`src/verilog/acsc_pkg.sv`:
```
`default_nettype none

// ****************************************************************
// Constants and carriers for the angle correction stage
// ****************************************************************
package acsc_pkg;

   // Angle word and table geometry
   localparam int ANGLE_W = 16;        // Full turn spans 2^16 codes
   localparam int CORR_W = 8;          // Width of one correction entry
   localparam int NUM_POINTS = 32;     // Entries in the correction table
   localparam int SEG_BITS = 5;        // Angle bits that pick a segment
   localparam int FRAC_W = 11;         // Angle bits inside one segment
   // One correction unit is 360/4096 deg, i.e. 16 angle codes
   localparam int CORR_SHIFT = 4;

   // Register numbers of the calibration block
   localparam logic [7:0] CORR_FIRST_ADDR = 8'h20;
   localparam logic [7:0] CORR_LAST_ADDR = 8'h3f;
   localparam logic [7:0] CORR_RESET = 8'h00;     // Entries clear at reset
   localparam logic [7:0] UNMAPPED_READ = 8'h00;  // Answer off the table

   // Self-check reference: step of 90 deg is a shift of the 2-bit field
   localparam int STEP_SHIFT = 14;

   // Defaults of the front-end settings
   localparam logic [7:0] TRIM_RESET = 8'h00;
   localparam logic [15:0] ZERO_RESET = 16'h0000;

   // One angle sample with its strobe
   typedef struct packed {
      logic valid;
      logic [ANGLE_W-1:0] angle;
   } acsc_sample_t;

   // Per-axis bias reduction handed to the analogue front end
   typedef struct packed {
      logic x_enable;
      logic y_enable;
      logic [7:0] x_amount;
      logic [7:0] y_amount;
   } acsc_trim_t;

endpackage : acsc_pkg

`default_nettype wire

```
`src/verilog/acsc_core.sv`:
```
`default_nettype none

// ****************************************************************
// Angle correction, zero offset, self-check and trim settings
// ****************************************************************

// Summary of operation
// Thirty-two entries at 11.25 degree points
// Interpolate between bracketing entries, add to angle
// Entries are eight bits, plus/minus 11.25 degrees
// Signed two's complement, unit 360/4096 degree
// Entries live at register numbers 32 to 63
// Correction indexed on angle before zero offset
// Host clears table before measuring corrections
// Self-check mode swaps in reference signal
// Real signal returns as soon as mode clears
// Angle step field selects 0/90/180/270 degrees
// Separate X and Y trim enables
// Both enables give identical reduction both axes
// Trim amount unsigned 0..255, default zero
// Host keeps trim amount at most 200; the core passes any amount 0..255 unchecked
// Host programs trim, then table, then zero
// Subtract 16-bit zero offset after correction
// Top five bits pick segment, last wraps first
// Corrected angle wraps modulo one full turn
module acsc_core #(
   parameter int NUM_POINTS = acsc_pkg::NUM_POINTS,
   parameter int SEG_BITS = acsc_pkg::SEG_BITS
) (
   // Clock and reset
   input wire logic clk_sys_i,
   input wire logic srst_i,
   // Register port (register numbers as documented)
   input wire logic [7:0] reg_addr_i,
   input wire logic [7:0] reg_wdata_i,
   input wire logic reg_we_i,
   input wire logic reg_re_i,
   output logic [7:0] reg_rdata_o,
   output logic reg_rvalid_o,
   // Loose configuration bits
   input wire logic self_check_mode_i,
   input wire logic [1:0] self_check_angle_step_i,
   input wire logic x_axis_trim_enable_i,
   input wire logic y_axis_trim_enable_i,
   input wire logic [7:0] bias_trim_amount_i,
   input wire logic [15:0] zero_offset_i,
   // Angle stream
   input wire acsc_pkg::acsc_sample_t raw_sample_i,
   output acsc_pkg::acsc_sample_t out_sample_o,
   // Front-end trim settings
   output acsc_pkg::acsc_trim_t trim_o
);

   // ****************************************************************
   // Elaboration checks
   // ****************************************************************
   // The table size is a parameter, but the fraction check pins it to 32 entries; the angle word is fixed by the package
   // The segment index must address the table exactly, or wrap breaks
   if (NUM_POINTS != (1 << SEG_BITS)) begin : g_bad_geom
      $error("acsc_core: NUM_POINTS must equal 2**SEG_BITS");
   end
   if (SEG_BITS + acsc_pkg::FRAC_W != acsc_pkg::ANGLE_W) begin : g_bad_frac
      $error("acsc_core: segment and fraction must fill the angle");
   end

   localparam int FW = acsc_pkg::FRAC_W;
   localparam int AW = acsc_pkg::ANGLE_W;

   // ****************************************************************
   // Address decode
   // ****************************************************************
   // Shared by write, read and checks, so the decode exists only once
   // True when a register number falls in the calibration block
   function automatic logic is_corr_addr(input logic [7:0] addr);
      is_corr_addr = (addr >= acsc_pkg::CORR_FIRST_ADDR) &&
                     (addr <= acsc_pkg::CORR_LAST_ADDR);
   endfunction : is_corr_addr

   // Table slot addressed by a register number
   function automatic logic [SEG_BITS-1:0] corr_slot(input logic [7:0] addr);
      logic [7:0] off;
      off = addr - acsc_pkg::CORR_FIRST_ADDR;
      corr_slot = off[SEG_BITS-1:0];
   endfunction : corr_slot

   // ****************************************************************
   // Correction table
   // ****************************************************************
   // Entries clear to zero at reset, which means no correction, so a fresh
   // part passes the uncorrected angle through until the host loads a table
   logic [7:0] corr_q [NUM_POINTS];  // One signed entry per 11.25 deg point

   // Each entry is its own flop group; written only when its number hits
   for (genvar i = 0; i < NUM_POINTS; i++) begin : g_tab
      always_ff @(posedge clk_sys_i) begin
         if (srst_i) begin
            corr_q[i] <= acsc_pkg::CORR_RESET;
         end else if (reg_we_i && is_corr_addr(reg_addr_i) &&
                      (corr_slot(reg_addr_i) == SEG_BITS'(i))) begin
            corr_q[i] <= reg_wdata_i;
         end
      end
   end

   // Read answer one cycle after the strobe; off-table reads give zero
   // A read and a write to one entry in one cycle return the old value,
   // since the read samples the flops before the write lands
   always_ff @(posedge clk_sys_i) begin
      if (srst_i) begin
         reg_rdata_o <= acsc_pkg::UNMAPPED_READ;
         reg_rvalid_o <= 1'b0;
      end else begin
         reg_rvalid_o <= reg_re_i;
         if (reg_re_i && is_corr_addr(reg_addr_i)) begin
            reg_rdata_o <= corr_q[corr_slot(reg_addr_i)];
         end else if (reg_re_i) begin
            reg_rdata_o <= acsc_pkg::UNMAPPED_READ;
         end
      end
   end

   // ****************************************************************
   // Source select: front end or self-check reference
   // ****************************************************************
   logic [AW-1:0] ref_angle;  // Reference rotated in quarter turns
   logic [AW-1:0] src_angle;  // Uncorrected angle, zero offset not applied

   // Mode is looked at per sample, so leaving it takes effect at once.
   // Table and zero offset still act on the reference, so the self-check
   // exercises the whole processing chain, not only the source switch.
   assign ref_angle = AW'(self_check_angle_step_i) << acsc_pkg::STEP_SHIFT;
   assign src_angle = self_check_mode_i ? ref_angle : raw_sample_i.angle;

   // ****************************************************************
   // Interpolation
   // ****************************************************************
   logic [SEG_BITS-1:0] seg_lo;      // Entry at or below the angle
   logic [SEG_BITS-1:0] seg_hi;      // Entry above, wrapping past the last
   logic [FW-1:0] frac;              // Position inside the segment
   logic signed [8:0] c_lo;          // Lower entry, sign extended
   logic signed [8:0] c_hi;          // Upper entry, sign extended
   logic signed [9:0] c_diff;        // Slope across the segment
   logic signed [21:0] c_prod;       // Slope times position
   logic signed [21:0] c_step;       // Scaled back by the segment length
   logic signed [9:0] c_interp;      // Interpolated correction in units
   logic [AW-1:0] corr_codes;        // Correction in angle codes
   logic [AW-1:0] corrected;         // Angle plus correction, one turn wrap
   logic [AW-1:0] final_angle;       // After zero offset

   assign seg_lo = src_angle[AW-1 -: SEG_BITS];
   assign seg_hi = seg_lo + SEG_BITS'(1);
   assign frac = src_angle[FW-1:0];
   assign c_lo = signed'({corr_q[seg_lo][7], corr_q[seg_lo]});
   assign c_hi = signed'({corr_q[seg_hi][7], corr_q[seg_hi]});
   assign c_diff = 10'(c_hi) - 10'(c_lo);
   // Arithmetic shift floors toward minus; error stays under one unit.
   // One multiplier per sample keeps the answer in a single cycle; sharing
   // it over several cycles would save area but add latency to the stream.
   assign c_prod = 22'(c_diff) * signed'({11'h000, frac});
   assign c_step = c_prod >>> FW;
   // A part-select drops the sign, so it is restored before the sum
   assign c_interp = 10'(c_lo) + signed'(c_step[9:0]);
   // Sign extend then scale units to codes; range fits in 16 bits
   assign corr_codes = AW'({{6{c_interp[9]}}, c_interp} << acsc_pkg::CORR_SHIFT);
   assign corrected = src_angle + corr_codes;
   assign final_angle = corrected - zero_offset_i;

   // Output register: one cycle from sample to result
   // Angle holds between strobes so a slow reader still sees a whole word
   always_ff @(posedge clk_sys_i) begin
      if (srst_i) begin
         out_sample_o <= '0;
      end else begin
         out_sample_o.valid <= raw_sample_i.valid;
         if (raw_sample_i.valid) begin
            out_sample_o.angle <= final_angle;
         end
      end
   end

   // ****************************************************************
   // Bias trim settings for the front end
   // ****************************************************************
   // Each axis gets the amount only when enabled; both enabled match
   // The amount passes unchecked: keeping it small enough to stay free of
   // temperature effects is left to the host, which knows the magnet
   always_ff @(posedge clk_sys_i) begin
      if (srst_i) begin
         trim_o <= '{1'b0, 1'b0, acsc_pkg::TRIM_RESET, acsc_pkg::TRIM_RESET};
      end else begin
         trim_o.x_enable <= x_axis_trim_enable_i;
         trim_o.y_enable <= y_axis_trim_enable_i;
         trim_o.x_amount <= x_axis_trim_enable_i ? bias_trim_amount_i
                                                 : acsc_pkg::TRIM_RESET;
         trim_o.y_amount <= y_axis_trim_enable_i ? bias_trim_amount_i
                                                 : acsc_pkg::TRIM_RESET;
      end
   end

   // ****************************************************************
   // Checks
   // ****************************************************************
   logic table_clear;  // Helper: every entry is zero

   always_comb begin
      table_clear = 1'b1;
      for (int k = 0; k < NUM_POINTS; k++) begin
         if (corr_q[k] != 8'h00) begin
            table_clear = 1'b0;
         end
      end
   end

   a_write_lands: assert property (
      @(posedge clk_sys_i) disable iff (srst_i)
      reg_we_i && is_corr_addr(reg_addr_i)
      |=> corr_q[corr_slot($past(reg_addr_i))] == $past(reg_wdata_i))
      else $error("table write did not land");

   a_read_table: assert property (
      @(posedge clk_sys_i) disable iff (srst_i)
      reg_re_i && is_corr_addr(reg_addr_i) && !reg_we_i
      |=> reg_rvalid_o && reg_rdata_o == corr_q[corr_slot($past(reg_addr_i))])
      else $error("table read wrong");

   a_read_unmapped: assert property (
      @(posedge clk_sys_i) disable iff (srst_i)
      reg_re_i && !is_corr_addr(reg_addr_i)
      |=> reg_rvalid_o && reg_rdata_o == 8'h00)
      else $error("unmapped read not zero");

   a_clear_passes: assert property (
      @(posedge clk_sys_i) disable iff (srst_i)
      raw_sample_i.valid && table_clear && !reg_we_i
      |=> out_sample_o.valid &&
          out_sample_o.angle == 16'($past(src_angle) - $past(zero_offset_i)))
      else $error("empty table altered angle");

   a_check_ref: assert property (
      @(posedge clk_sys_i) disable iff (srst_i)
      self_check_mode_i && raw_sample_i.valid && table_clear && !reg_we_i
      && zero_offset_i == 16'h0000
      |=> out_sample_o.angle == {$past(self_check_angle_step_i), 14'h0000})
      else $error("self-check angle wrong");

   a_seg_wrap: assert property (
      @(posedge clk_sys_i) disable iff (srst_i)
      src_angle[15:11] == 5'h1f |-> c_hi == signed'({corr_q[0][7], corr_q[0]}))
      else $error("last segment did not wrap");

   a_point_exact: assert property (
      @(posedge clk_sys_i) disable iff (srst_i)
      raw_sample_i.valid && frac == 11'h000
      |=> out_sample_o.angle == 16'($past(src_angle) - $past(zero_offset_i)
          + 16'({{8{$past(c_lo[8])}}, $past(c_lo[7:0])} << 4)))
      else $error("correction at table point wrong");

   a_trim_both: assert property (
      @(posedge clk_sys_i) disable iff (srst_i)
      x_axis_trim_enable_i && y_axis_trim_enable_i
      |=> trim_o.x_amount == trim_o.y_amount &&
          trim_o.x_amount == $past(bias_trim_amount_i))
      else $error("both-axis trim unequal");

   a_trim_off: assert property (
      @(posedge clk_sys_i) disable iff (srst_i)
      !x_axis_trim_enable_i |=> trim_o.x_amount == 8'h00 && !trim_o.x_enable)
      else $error("disabled axis still trimmed");

   a_mode_leave: assert property (
      @(posedge clk_sys_i) disable iff (srst_i)
      $fell(self_check_mode_i) |-> src_angle == raw_sample_i.angle)
      else $error("real signal not restored");

   // ****************************************************************
   // Further checks: register port, stream timing, bounds and trim
   // ****************************************************************
   // Helpers below feed the assertions only; they drive no output
   logic [NUM_POINTS*acsc_pkg::CORR_W-1:0] table_flat;  // Every entry side by side
   logic signed [9:0] c_min;  // Smaller of the two bracketing entries
   logic signed [9:0] c_max;  // Larger of the two bracketing entries

   // Flatten the table so one sampled-value call can watch every entry
   for (genvar j = 0; j < NUM_POINTS; j++) begin : g_flat
      assign table_flat[j*acsc_pkg::CORR_W +: acsc_pkg::CORR_W] = corr_q[j];
   end

   // Interpolation may never leave the interval its two entries span
   assign c_min = (c_lo <= c_hi) ? 10'(c_lo) : 10'(c_hi);
   assign c_max = (c_lo <= c_hi) ? 10'(c_hi) : 10'(c_lo);

   // An off-table write must leave every entry untouched
   a_write_ignored: assert property (
      @(posedge clk_sys_i) disable iff (srst_i)
      reg_we_i && !is_corr_addr(reg_addr_i) |=> $stable(table_flat))
      else $error("off-table write changed an entry");

   // One answer strobe per read strobe; a stray strobe would make the host
   // take data for a read it never issued
   a_rvalid_pulse: assert property (
      @(posedge clk_sys_i) disable iff (srst_i)
      1'b1 |=> reg_rvalid_o == $past(reg_re_i))
      else $error("read answer strobe wrong");

   // Read data holds between reads, so a slow host can still take it
   a_rdata_hold: assert property (
      @(posedge clk_sys_i) disable iff (srst_i)
      !reg_re_i |=> $stable(reg_rdata_o))
      else $error("read data moved without a read");

   // A sign slip in the slope or the sum would push the result outside
   // the bracket, even where the table entries themselves are legal
   a_interp_bounds: assert property (
      @(posedge clk_sys_i) disable iff (srst_i)
      c_interp >= c_min && c_interp <= c_max)
      else $error("interpolation left its segment");

   // Entries span plus or minus 11.25 degrees, so the blend does too
   a_corr_range: assert property (
      @(posedge clk_sys_i) disable iff (srst_i)
      c_interp >= -10'sd128 && c_interp <= 10'sd127)
      else $error("correction out of range");

   // Self-check puts the step field in the top two bits and clears the rest,
   // giving exact quarter turns
   a_mode_enter: assert property (
      @(posedge clk_sys_i) disable iff (srst_i)
      self_check_mode_i |-> src_angle[AW-1 -: 2] == self_check_angle_step_i
      && src_angle[acsc_pkg::STEP_SHIFT-1:0] == '0)
      else $error("reference angle not a quarter turn");

   // Outside self-check the front-end angle feeds the chain untouched
   a_src_real: assert property (
      @(posedge clk_sys_i) disable iff (srst_i)
      !self_check_mode_i |-> src_angle == raw_sample_i.angle)
      else $error("front-end angle not selected");

   // Output strobe trails the input strobe by exactly one cycle; downstream
   // stages count on this fixed latency
   a_valid_follow: assert property (
      @(posedge clk_sys_i) disable iff (srst_i)
      1'b1 |=> out_sample_o.valid == $past(raw_sample_i.valid))
      else $error("output strobe latency wrong");

   // Output angle holds between samples
   a_angle_hold: assert property (
      @(posedge clk_sys_i) disable iff (srst_i)
      !raw_sample_i.valid |=> $stable(out_sample_o.angle))
      else $error("output angle moved without a sample");

   // Reset leaves table, answers, output and trim at their defaults; no
   // disable here, since reset itself is what is watched
   a_reset_clear: assert property (
      @(posedge clk_sys_i)
      srst_i |=> table_clear && !reg_rvalid_o
      && out_sample_o == '0 && trim_o == '0)
      else $error("reset left state behind");

   // A disabled Y axis carries no reduction
   a_trim_y_off: assert property (
      @(posedge clk_sys_i) disable iff (srst_i)
      !y_axis_trim_enable_i |=> trim_o.y_amount == acsc_pkg::TRIM_RESET && !trim_o.y_enable)
      else $error("disabled Y axis still trimmed");

   // An enabled X axis carries the amount exactly as given
   a_trim_x_on: assert property (
      @(posedge clk_sys_i) disable iff (srst_i)
      x_axis_trim_enable_i |=> trim_o.x_enable && trim_o.x_amount == $past(bias_trim_amount_i))
      else $error("enabled X axis amount wrong");

   // An enabled Y axis carries the amount exactly as given
   a_trim_y_on: assert property (
      @(posedge clk_sys_i) disable iff (srst_i)
      y_axis_trim_enable_i |=> trim_o.y_enable && trim_o.y_amount == $past(bias_trim_amount_i))
      else $error("enabled Y axis amount wrong");

endmodule : acsc_core

`default_nettype wire

```
`config.mk`:
```
export PLATFORM = sky130hd
export DESIGN_NAME = acsc_core
export DESIGN_NICKNAME = d
export VERILOG_FILES = /design/src/verilog/acsc_pkg.sv /design/src/verilog/acsc_core.sv
export SDC_FILE = /design/constraint.sdc
export NUM_CORES = 1
export LEC_CHECK = 0
export ABC_AREA = 1
export BUFFER_PORTS_ARGS = -buffer_cell sky130_fd_sc_hd__buf_2
export CORE_UTILIZATION = 55
export CTS_BUF_LIST = sky130_fd_sc_hd__clkbuf_8
export CTS_CLUSTER_SIZE = 16
export DETAILED_ROUTE_END_ITERATION = 8
export PLACE_DENSITY = 0.79
export SETUP_SLACK_MARGIN = 0.5
export SLEW_MARGIN = 20
export SYNTH_ARGS = -nofsm -noshare
export SYNTH_HDL_FRONTEND = slang
export SYNTH_SLANG_ARGS = --single-unit
```
`constraint.sdc`:
```
create_clock -name clk_sys_i -period 13.2 [get_ports clk_sys_i]
set_input_delay 2.64 -clock clk_sys_i [delete_from_list [all_inputs] [get_ports clk_sys_i]]
set_output_delay 2.64 -clock clk_sys_i [all_outputs]
set_load 0.005 [all_outputs]
```
# Word level (Yosys, flattened, before mapping)
# Memories as Yosys holds them, arrays and structs flattened.
# Cells that the tools add are included.
[word_totals]
elab_cells = 255
ram_bits = 256
n_memories = 1
inputBits = 66
out_inout_bits = 44
register_bits = 44
[mem_list]
columns = ["memory", "words", "width", "rd", "rd_ports_with_merged_regs", "write_ports", "line_no", "source"]
rows = [
  ["corr_q", 32, 8, 3, 0, 32, "acsc_core.sv:91", "logic [7:0] corr_q [NUM_POINTS];"],
]
[classes]
order_cmp = 2
addsub = 6
eq_ne = 31
multipliers = 1
reduce_logical = 39
muxes = 133
bitwise_logic = 34
[op_table]
columns = ["operator", "n"]
rows = [
  ["2-to-1 mux 8 bit", 34],
  ["2-to-1 mux 1 bit", 98],
  ["== test 5 bit, second input constant", 16],
  ["== test 5 x 4 -> 1 bit, second input constant", 8],
  ["logical AND 1 bit", 35],
  ["bitwise OR 1 bit", 32],
  ["multiplier 9 x 12 -> 21 bit", 1],
  ["== test 5 x 3 -> 1 bit, second input constant", 4],
  ["adder 16 bit", 1],
  ["2-to-1 mux 16 bit", 1],
  ["subtractor 16 bit", 1],
  ["adder 8 x 10 -> 10 bit", 1],
  ["== test 5 x 2 -> 1 bit, second input constant", 2],
  ["subtractor 8 x 8 -> 9 bit", 1],
  [">= comparator 8 x 6 -> 1 bit, second input constant", 1],
  ["less-or-equal comparator 8 x 6 -> 1 bit, second input constant", 1],
  ["adder 5 x 1 -> 5 bit, second input constant", 1],
  ["== test 5 x 1 -> 1 bit, second input constant", 1],
  ["zero test 5 bit", 1],
  ["subtractor 5 x 1 -> 5 bit, second input constant", 1],
  ["OR reduction 2 bit", 2],
  ["NOT 1 bit", 2],
  ["nonzero test 2 bit", 1],
]

# Depth between registers and ports, before layout
[logic_depth]
ltp_word = 8
depth_mapped = 67
depth_no_buf = 66

# Worst setup path after synthesis
# Ideal clock, no wire load.
[synth_timing]
path_type = "input port to flip-flop"
startpoint = "input port raw_sample_i[11] (netlist bit)"
endpoint = "register out_sample_o[15] (netlist bit)"
setup_time_ns = 0.109
cell_stages = 62
slack_ns = 0.972
required_time_ns = 13.091
arrival_time_ns = 12.119
n_path_buf = 4
cell_sequence = "buf_4 > inv_4 > nor2_4 > buf_6 > nor2_4 > buf_2 > buf_2 > a22oi_1 > o211ai_1 > o311ai_0 > nand3_1 > nand2_1 > ha_1 > fa_1 > o21ai_0 > nand2_1 > nand2_1 > a21oi_1 > [... 26 more ...] > nor3_1 > nand3_1 > nand3_1 > nand3_1 > nand2_1 > inv_1 > fa_1 > inv_1 > ha_1 > a21oi_1 > o21ai_0 > a21o_1 > a31oi_1 > inv_1 > nand2_1 > nand3_1 > nand2_1 > inv_1"
[synth_via]
elab_chain_len = 8
[synth_rtl]
columns = ["element", "line_no", "source"]
rows = [
  ["start, declared", "acsc_core.sv:48", "input wire acsc_pkg::acsc_sample_t raw_sample_i,"],
  ["2-to-1 mux 16 bit *", "acsc_core.sv:132", "assign src_angle = self_check_mode_i ? ref_angle : raw_sample_i.angle;"],
  ["adder 5 x 1 -> 5 bit", "acsc_core.sv:151", "assign seg_hi = seg_lo + SEG_BITS'(1);"],
  ["memory read (32 x 8 bit)", "--", ""],
  ["subtractor 8 x 8 -> 9 bit", "acsc_core.sv:155", "assign c_diff = 10'(c_hi) - 10'(c_lo);"],
  ["multiplier 9 x 12 -> 21 bit", "acsc_core.sv:159", "assign c_prod = 22'(c_diff) * signed'({11'h000, frac});"],
  ["adder 8 x 10 -> 10 bit", "acsc_core.sv:162", "assign c_interp = 10'(c_lo) + signed'(c_step[9:0]);"],
  ["adder 16 bit *", "acsc_core.sv:165", "assign corrected = src_angle + corr_codes;"],
  ["subtractor 16 bit *", "acsc_core.sv:166", "assign final_angle = corrected - zero_offset_i;"],
  ["end, declared", "acsc_core.sv:49", "output acsc_pkg::acsc_sample_t out_sample_o,"],
]
# Every way passes the cells marked *; elsewhere a longest branch is shown, timed or not.
# A chain may end at the register's enable or synchronous reset.

# Final worst setup path
[layout_timing]
startpoint = "input port self_check_mode_i"
endpoint = "register out_sample_o[14] (netlist bit)"
[layout_via]
elab_chain_len = 8
[layout_rtl]
columns = ["element", "line_no", "source"]
rows = [
  ["start, declared", "acsc_core.sv:41", "input wire logic self_check_mode_i,"],
  ["2-to-1 mux 16 bit *", "acsc_core.sv:132", ""],
  ["adder 5 x 1 -> 5 bit", "acsc_core.sv:151", ""],
  ["memory read (32 x 8 bit)", "--", ""],
  ["subtractor 8 x 8 -> 9 bit", "acsc_core.sv:155", ""],
  ["multiplier 9 x 12 -> 21 bit", "acsc_core.sv:159", ""],
  ["adder 8 x 10 -> 10 bit", "acsc_core.sv:162", ""],
  ["adder 16 bit *", "acsc_core.sv:165", ""],
  ["subtractor 16 bit *", "acsc_core.sv:166", ""],
]
# Marks and branches as above.

==> metrics.yaml <==
status: "finished, final reports clean"
crit_type: "primary input to flop"
die_x_um: 201
synth_seq_cells: 300
fin_util: 0.638
crit_arrival_ps: 12710
slew_headroom: 0.245
cp_slowest_cell: "fa_1"
yosysWarnings: 0
grt_pass1_vias: 20500
clock-root-buffer: "clkbuf_8"
hp-class: "flop to flop"
pwr_density_cell_nw_per_um2: 332
final_nets: 3051
grt_usage: 0.401
antenna_found_initial: 1
synth_fa_ha_area_frac: 0.120
leakage_nw: 10.8
gp_congestion: 1.10
dr.pass1.iters: 8
synth-compound-area-share: 0.179
nFillCells: 3373
drv_cap: 0
syn_nets: 2916
period_share: 0.923
start_util: 0.561
grt-ovfl-total: 0
fp-row-count: 72
ys_types: 63
syn_avg_cell_area_sq_um: 8.14
drt-total-wl_um: 83800
synthMostInstantiatedCell: "nor2_1"
drtAntennaViolNets: 0
synthArstFlopShare: 0
clk_pin_slew_ps: 60
vias: 22000
post-dp-hpwl_um: 58500
fin_tns_setup_ps: 0
use_met3: 0.101
drtIter0Drc: 3588
dieHeight_um: 201
synth_edf_count: 256
vias_per_cell: 6.50
met2_usage: 0.606
finalSetupViolations: 0
drc_errors: 0
ys_seq_area_frac: 0.392
cp_slowest_stage_delay_ps: 500
die_area_sq_um: 40500
cts_sinks: 300
synth_top_area_share: 0.352
cp_max_fo: 9
holdBufCountCts: 0
synthTopCellsByCount: "459 x nor2_1, 388 x nand2_1, 276 x inv_1, 256 x edfxtp_1, 205 x o21ai_0"
io_pins: 110
synth_mux_area_frac: 0
maxSlewViolCount: 0
final_hold_viol_count: 0
yosys.area_share.xor_xnor: 0.0152
syn2layout_area_growth_pct: 13.7
fin_crit_ps: 12190
critPathLaunchType: "primary input"
cts_tree: "yes"
top_usage_layer: "met2"
synth-simple-area-share: 0.206
vdd_drop_max_v: 0.000944
port_buffers: 109
coreArea_sq_um: 38900
required_ps: 13720
synth_top_family_by_area: "simple AND/OR/NAND/NOR gates"
numCtsBuffers: 51
clock_path_buffers: 3
synthTopCellsByArea: "edfxtp_1 35%, nor2_1 7.9%, fa_1 6.8%, nand2_1 6.7%, ha_1 5.3%"
grt_max_degree: 83
critPathMostFrequentCell: "a21oi_1"
synth_area_leader_cell: "edfxtp_1"
cp-end-kind: "flop"
wl_per_cell_um: 24.8
diodes: 0
clock_latency_ps: 680
met1_usage: 0.535
worst_pin_slew_ps: 1120
syn_inst: 2684
synthFlopType: "edfxtp_1"
grt_setup_unrepaired: "no"
fmax_ghz: 0.0821
syn_area_sq_um: 21800
final_layout_size_suffix_gt1_frac: 0.142
htreeDepth: 2
finClkSkew_ps: 42.6
grt_pass1_wl_um: 123000
==> where the power goes <==
part           switching (W)  leakage, nW  total [W]  internal [W]
Sequential         0.0000476         2.79    0.00115       0.00110
Clock               0.000419        0.609   0.000939      0.000520
Combinational        0.00356         7.45    0.00615       0.00259
==> cells by family after synthesis <==
kind of cell / after synthesis
xor+xnor: 37
simple gates: 1087
buf+inv: 460
compound gates: 634
flops: 300
fa+ha+maj: 166
==> what timing repair did <==
| action | CTS | global route |
|---|---|---|
| buffers inserted | 0 | 19 |
| gates resized for setup | 0 | 85 |
| endpoints found under the setup margin | 0 | 6 |
==> layout make-up <==
type	instances	area, sq um	area share
clock buffer	54	743	0.0299
clock inverter	41	368	0.0148
inverter	294	1130	0.0457
multi-input combinational	1925	11600	0.467
sequential	300	8570	0.345
tap	518	648	0.0261
timing repair buffer	247	1790	0.0720
==> cells in the final DEF (no fill, tap or decap), types with 5 or more instances in the layout <==
cell       Yosys  final
clkinv_2       0     14
fa_1          74     73
dfxtp_1       44     44
edfxtp_1     256    256
bufinv_16      0      7
o21ai_2        1      5
o22ai_1      138    137
a21o_1         6      6
o21bai_1       5      5
o21a_1        15     15
inv_2          9      8
nand3_2        7      9
nand3_1      193    191
nand2_1      388    379
a221oi_1      14     14
o211ai_1      31     31
nor3_1         9      8
nor2_1       459    458
nand4_1       11     11
buf_4          9    111
o311ai_1       4      7
o21ai_0      205    183
o221ai_1      25     25
o311ai_0      17     10
xnor2_1       12     12
a21oi_2        0      9
buf_2         63    108
a22oi_1       20     19
o21ai_1       12     29
a21oi_1      104     95
ha_1          92     91
clkbuf_8       0     54
a211oi_1       7      7
buf_6          6     17
inv_1        276    281
xor2_1        24     24
nand2_2        4     12
clkinv_1       5     15
o2111ai_1      7      7
==> worst max-delay path: cells and delay by family <==
family | cells | cell delay [ps]
and+or+nand+nor | 15 | 1740
adders and majority gates | 11 | 4300
xor gates and xnor gates | 3 | 510
buffers and inverters | 8 | 990
AOI/OAI and AO/OA | 15 | 2500
==> per-stage QoR <==
step / setup WS, ps / instance area (sq um) / std cells / hold WS (ps) / total power (W)
after floorplan: 972 / 21800 / 2684 / 462 / 0.00566
after global placement: 270 / 23200 / 3259 / 451 / 0.00702
after detailed placement: 99.6 / 23200 / 3259 / 459 / 0.00711
after CTS: 728 / 24300 / 3354 / 469 / 0.00808
after global routing: 531 / 24800 / 3379 / 503 / 0.00910
final: 1010 / 24800 / 3379 / 469 / 0.00824
==> final timing paths <==
path | from | end | slack (ps) | depth (start not counted)
hold reg to reg | reg_rdata_o[4] | reg_rdata_o[4] | 470 | 2
setup / recovery | self_check_mode_i | out_sample_o[14] | 1010 | 52
setup reg to reg | corr_q[0][0] | out_sample_o[14] | 3300 | 49
hold / removal | reg_rdata_o[4] | reg_rdata_o[4] | 470 | 2
==> sequential cells by signal, summed over array words and instances (netlist names) <==
register / flops
reg_rvalid_o: 1
out_sample_o: 17
reg_rdata_o: 8
trim_o: 18
corr_q: 256
==> metal layers <==
| metal | part of all wire | vias up | routed length [um] |
|---|---|---|---|
| li1 | - | 9537 | - |
| met4 | 0.058 | 0 | 4820 |
| met5 | 0 | - | 0 |
| met2 | 0.43 | 1789 | 35800 |
| met1 | 0.37 | 10200 | 31400 |
| met3 | 0.14 | 396 | 11800 |
(Power assumes the default switching activity.)
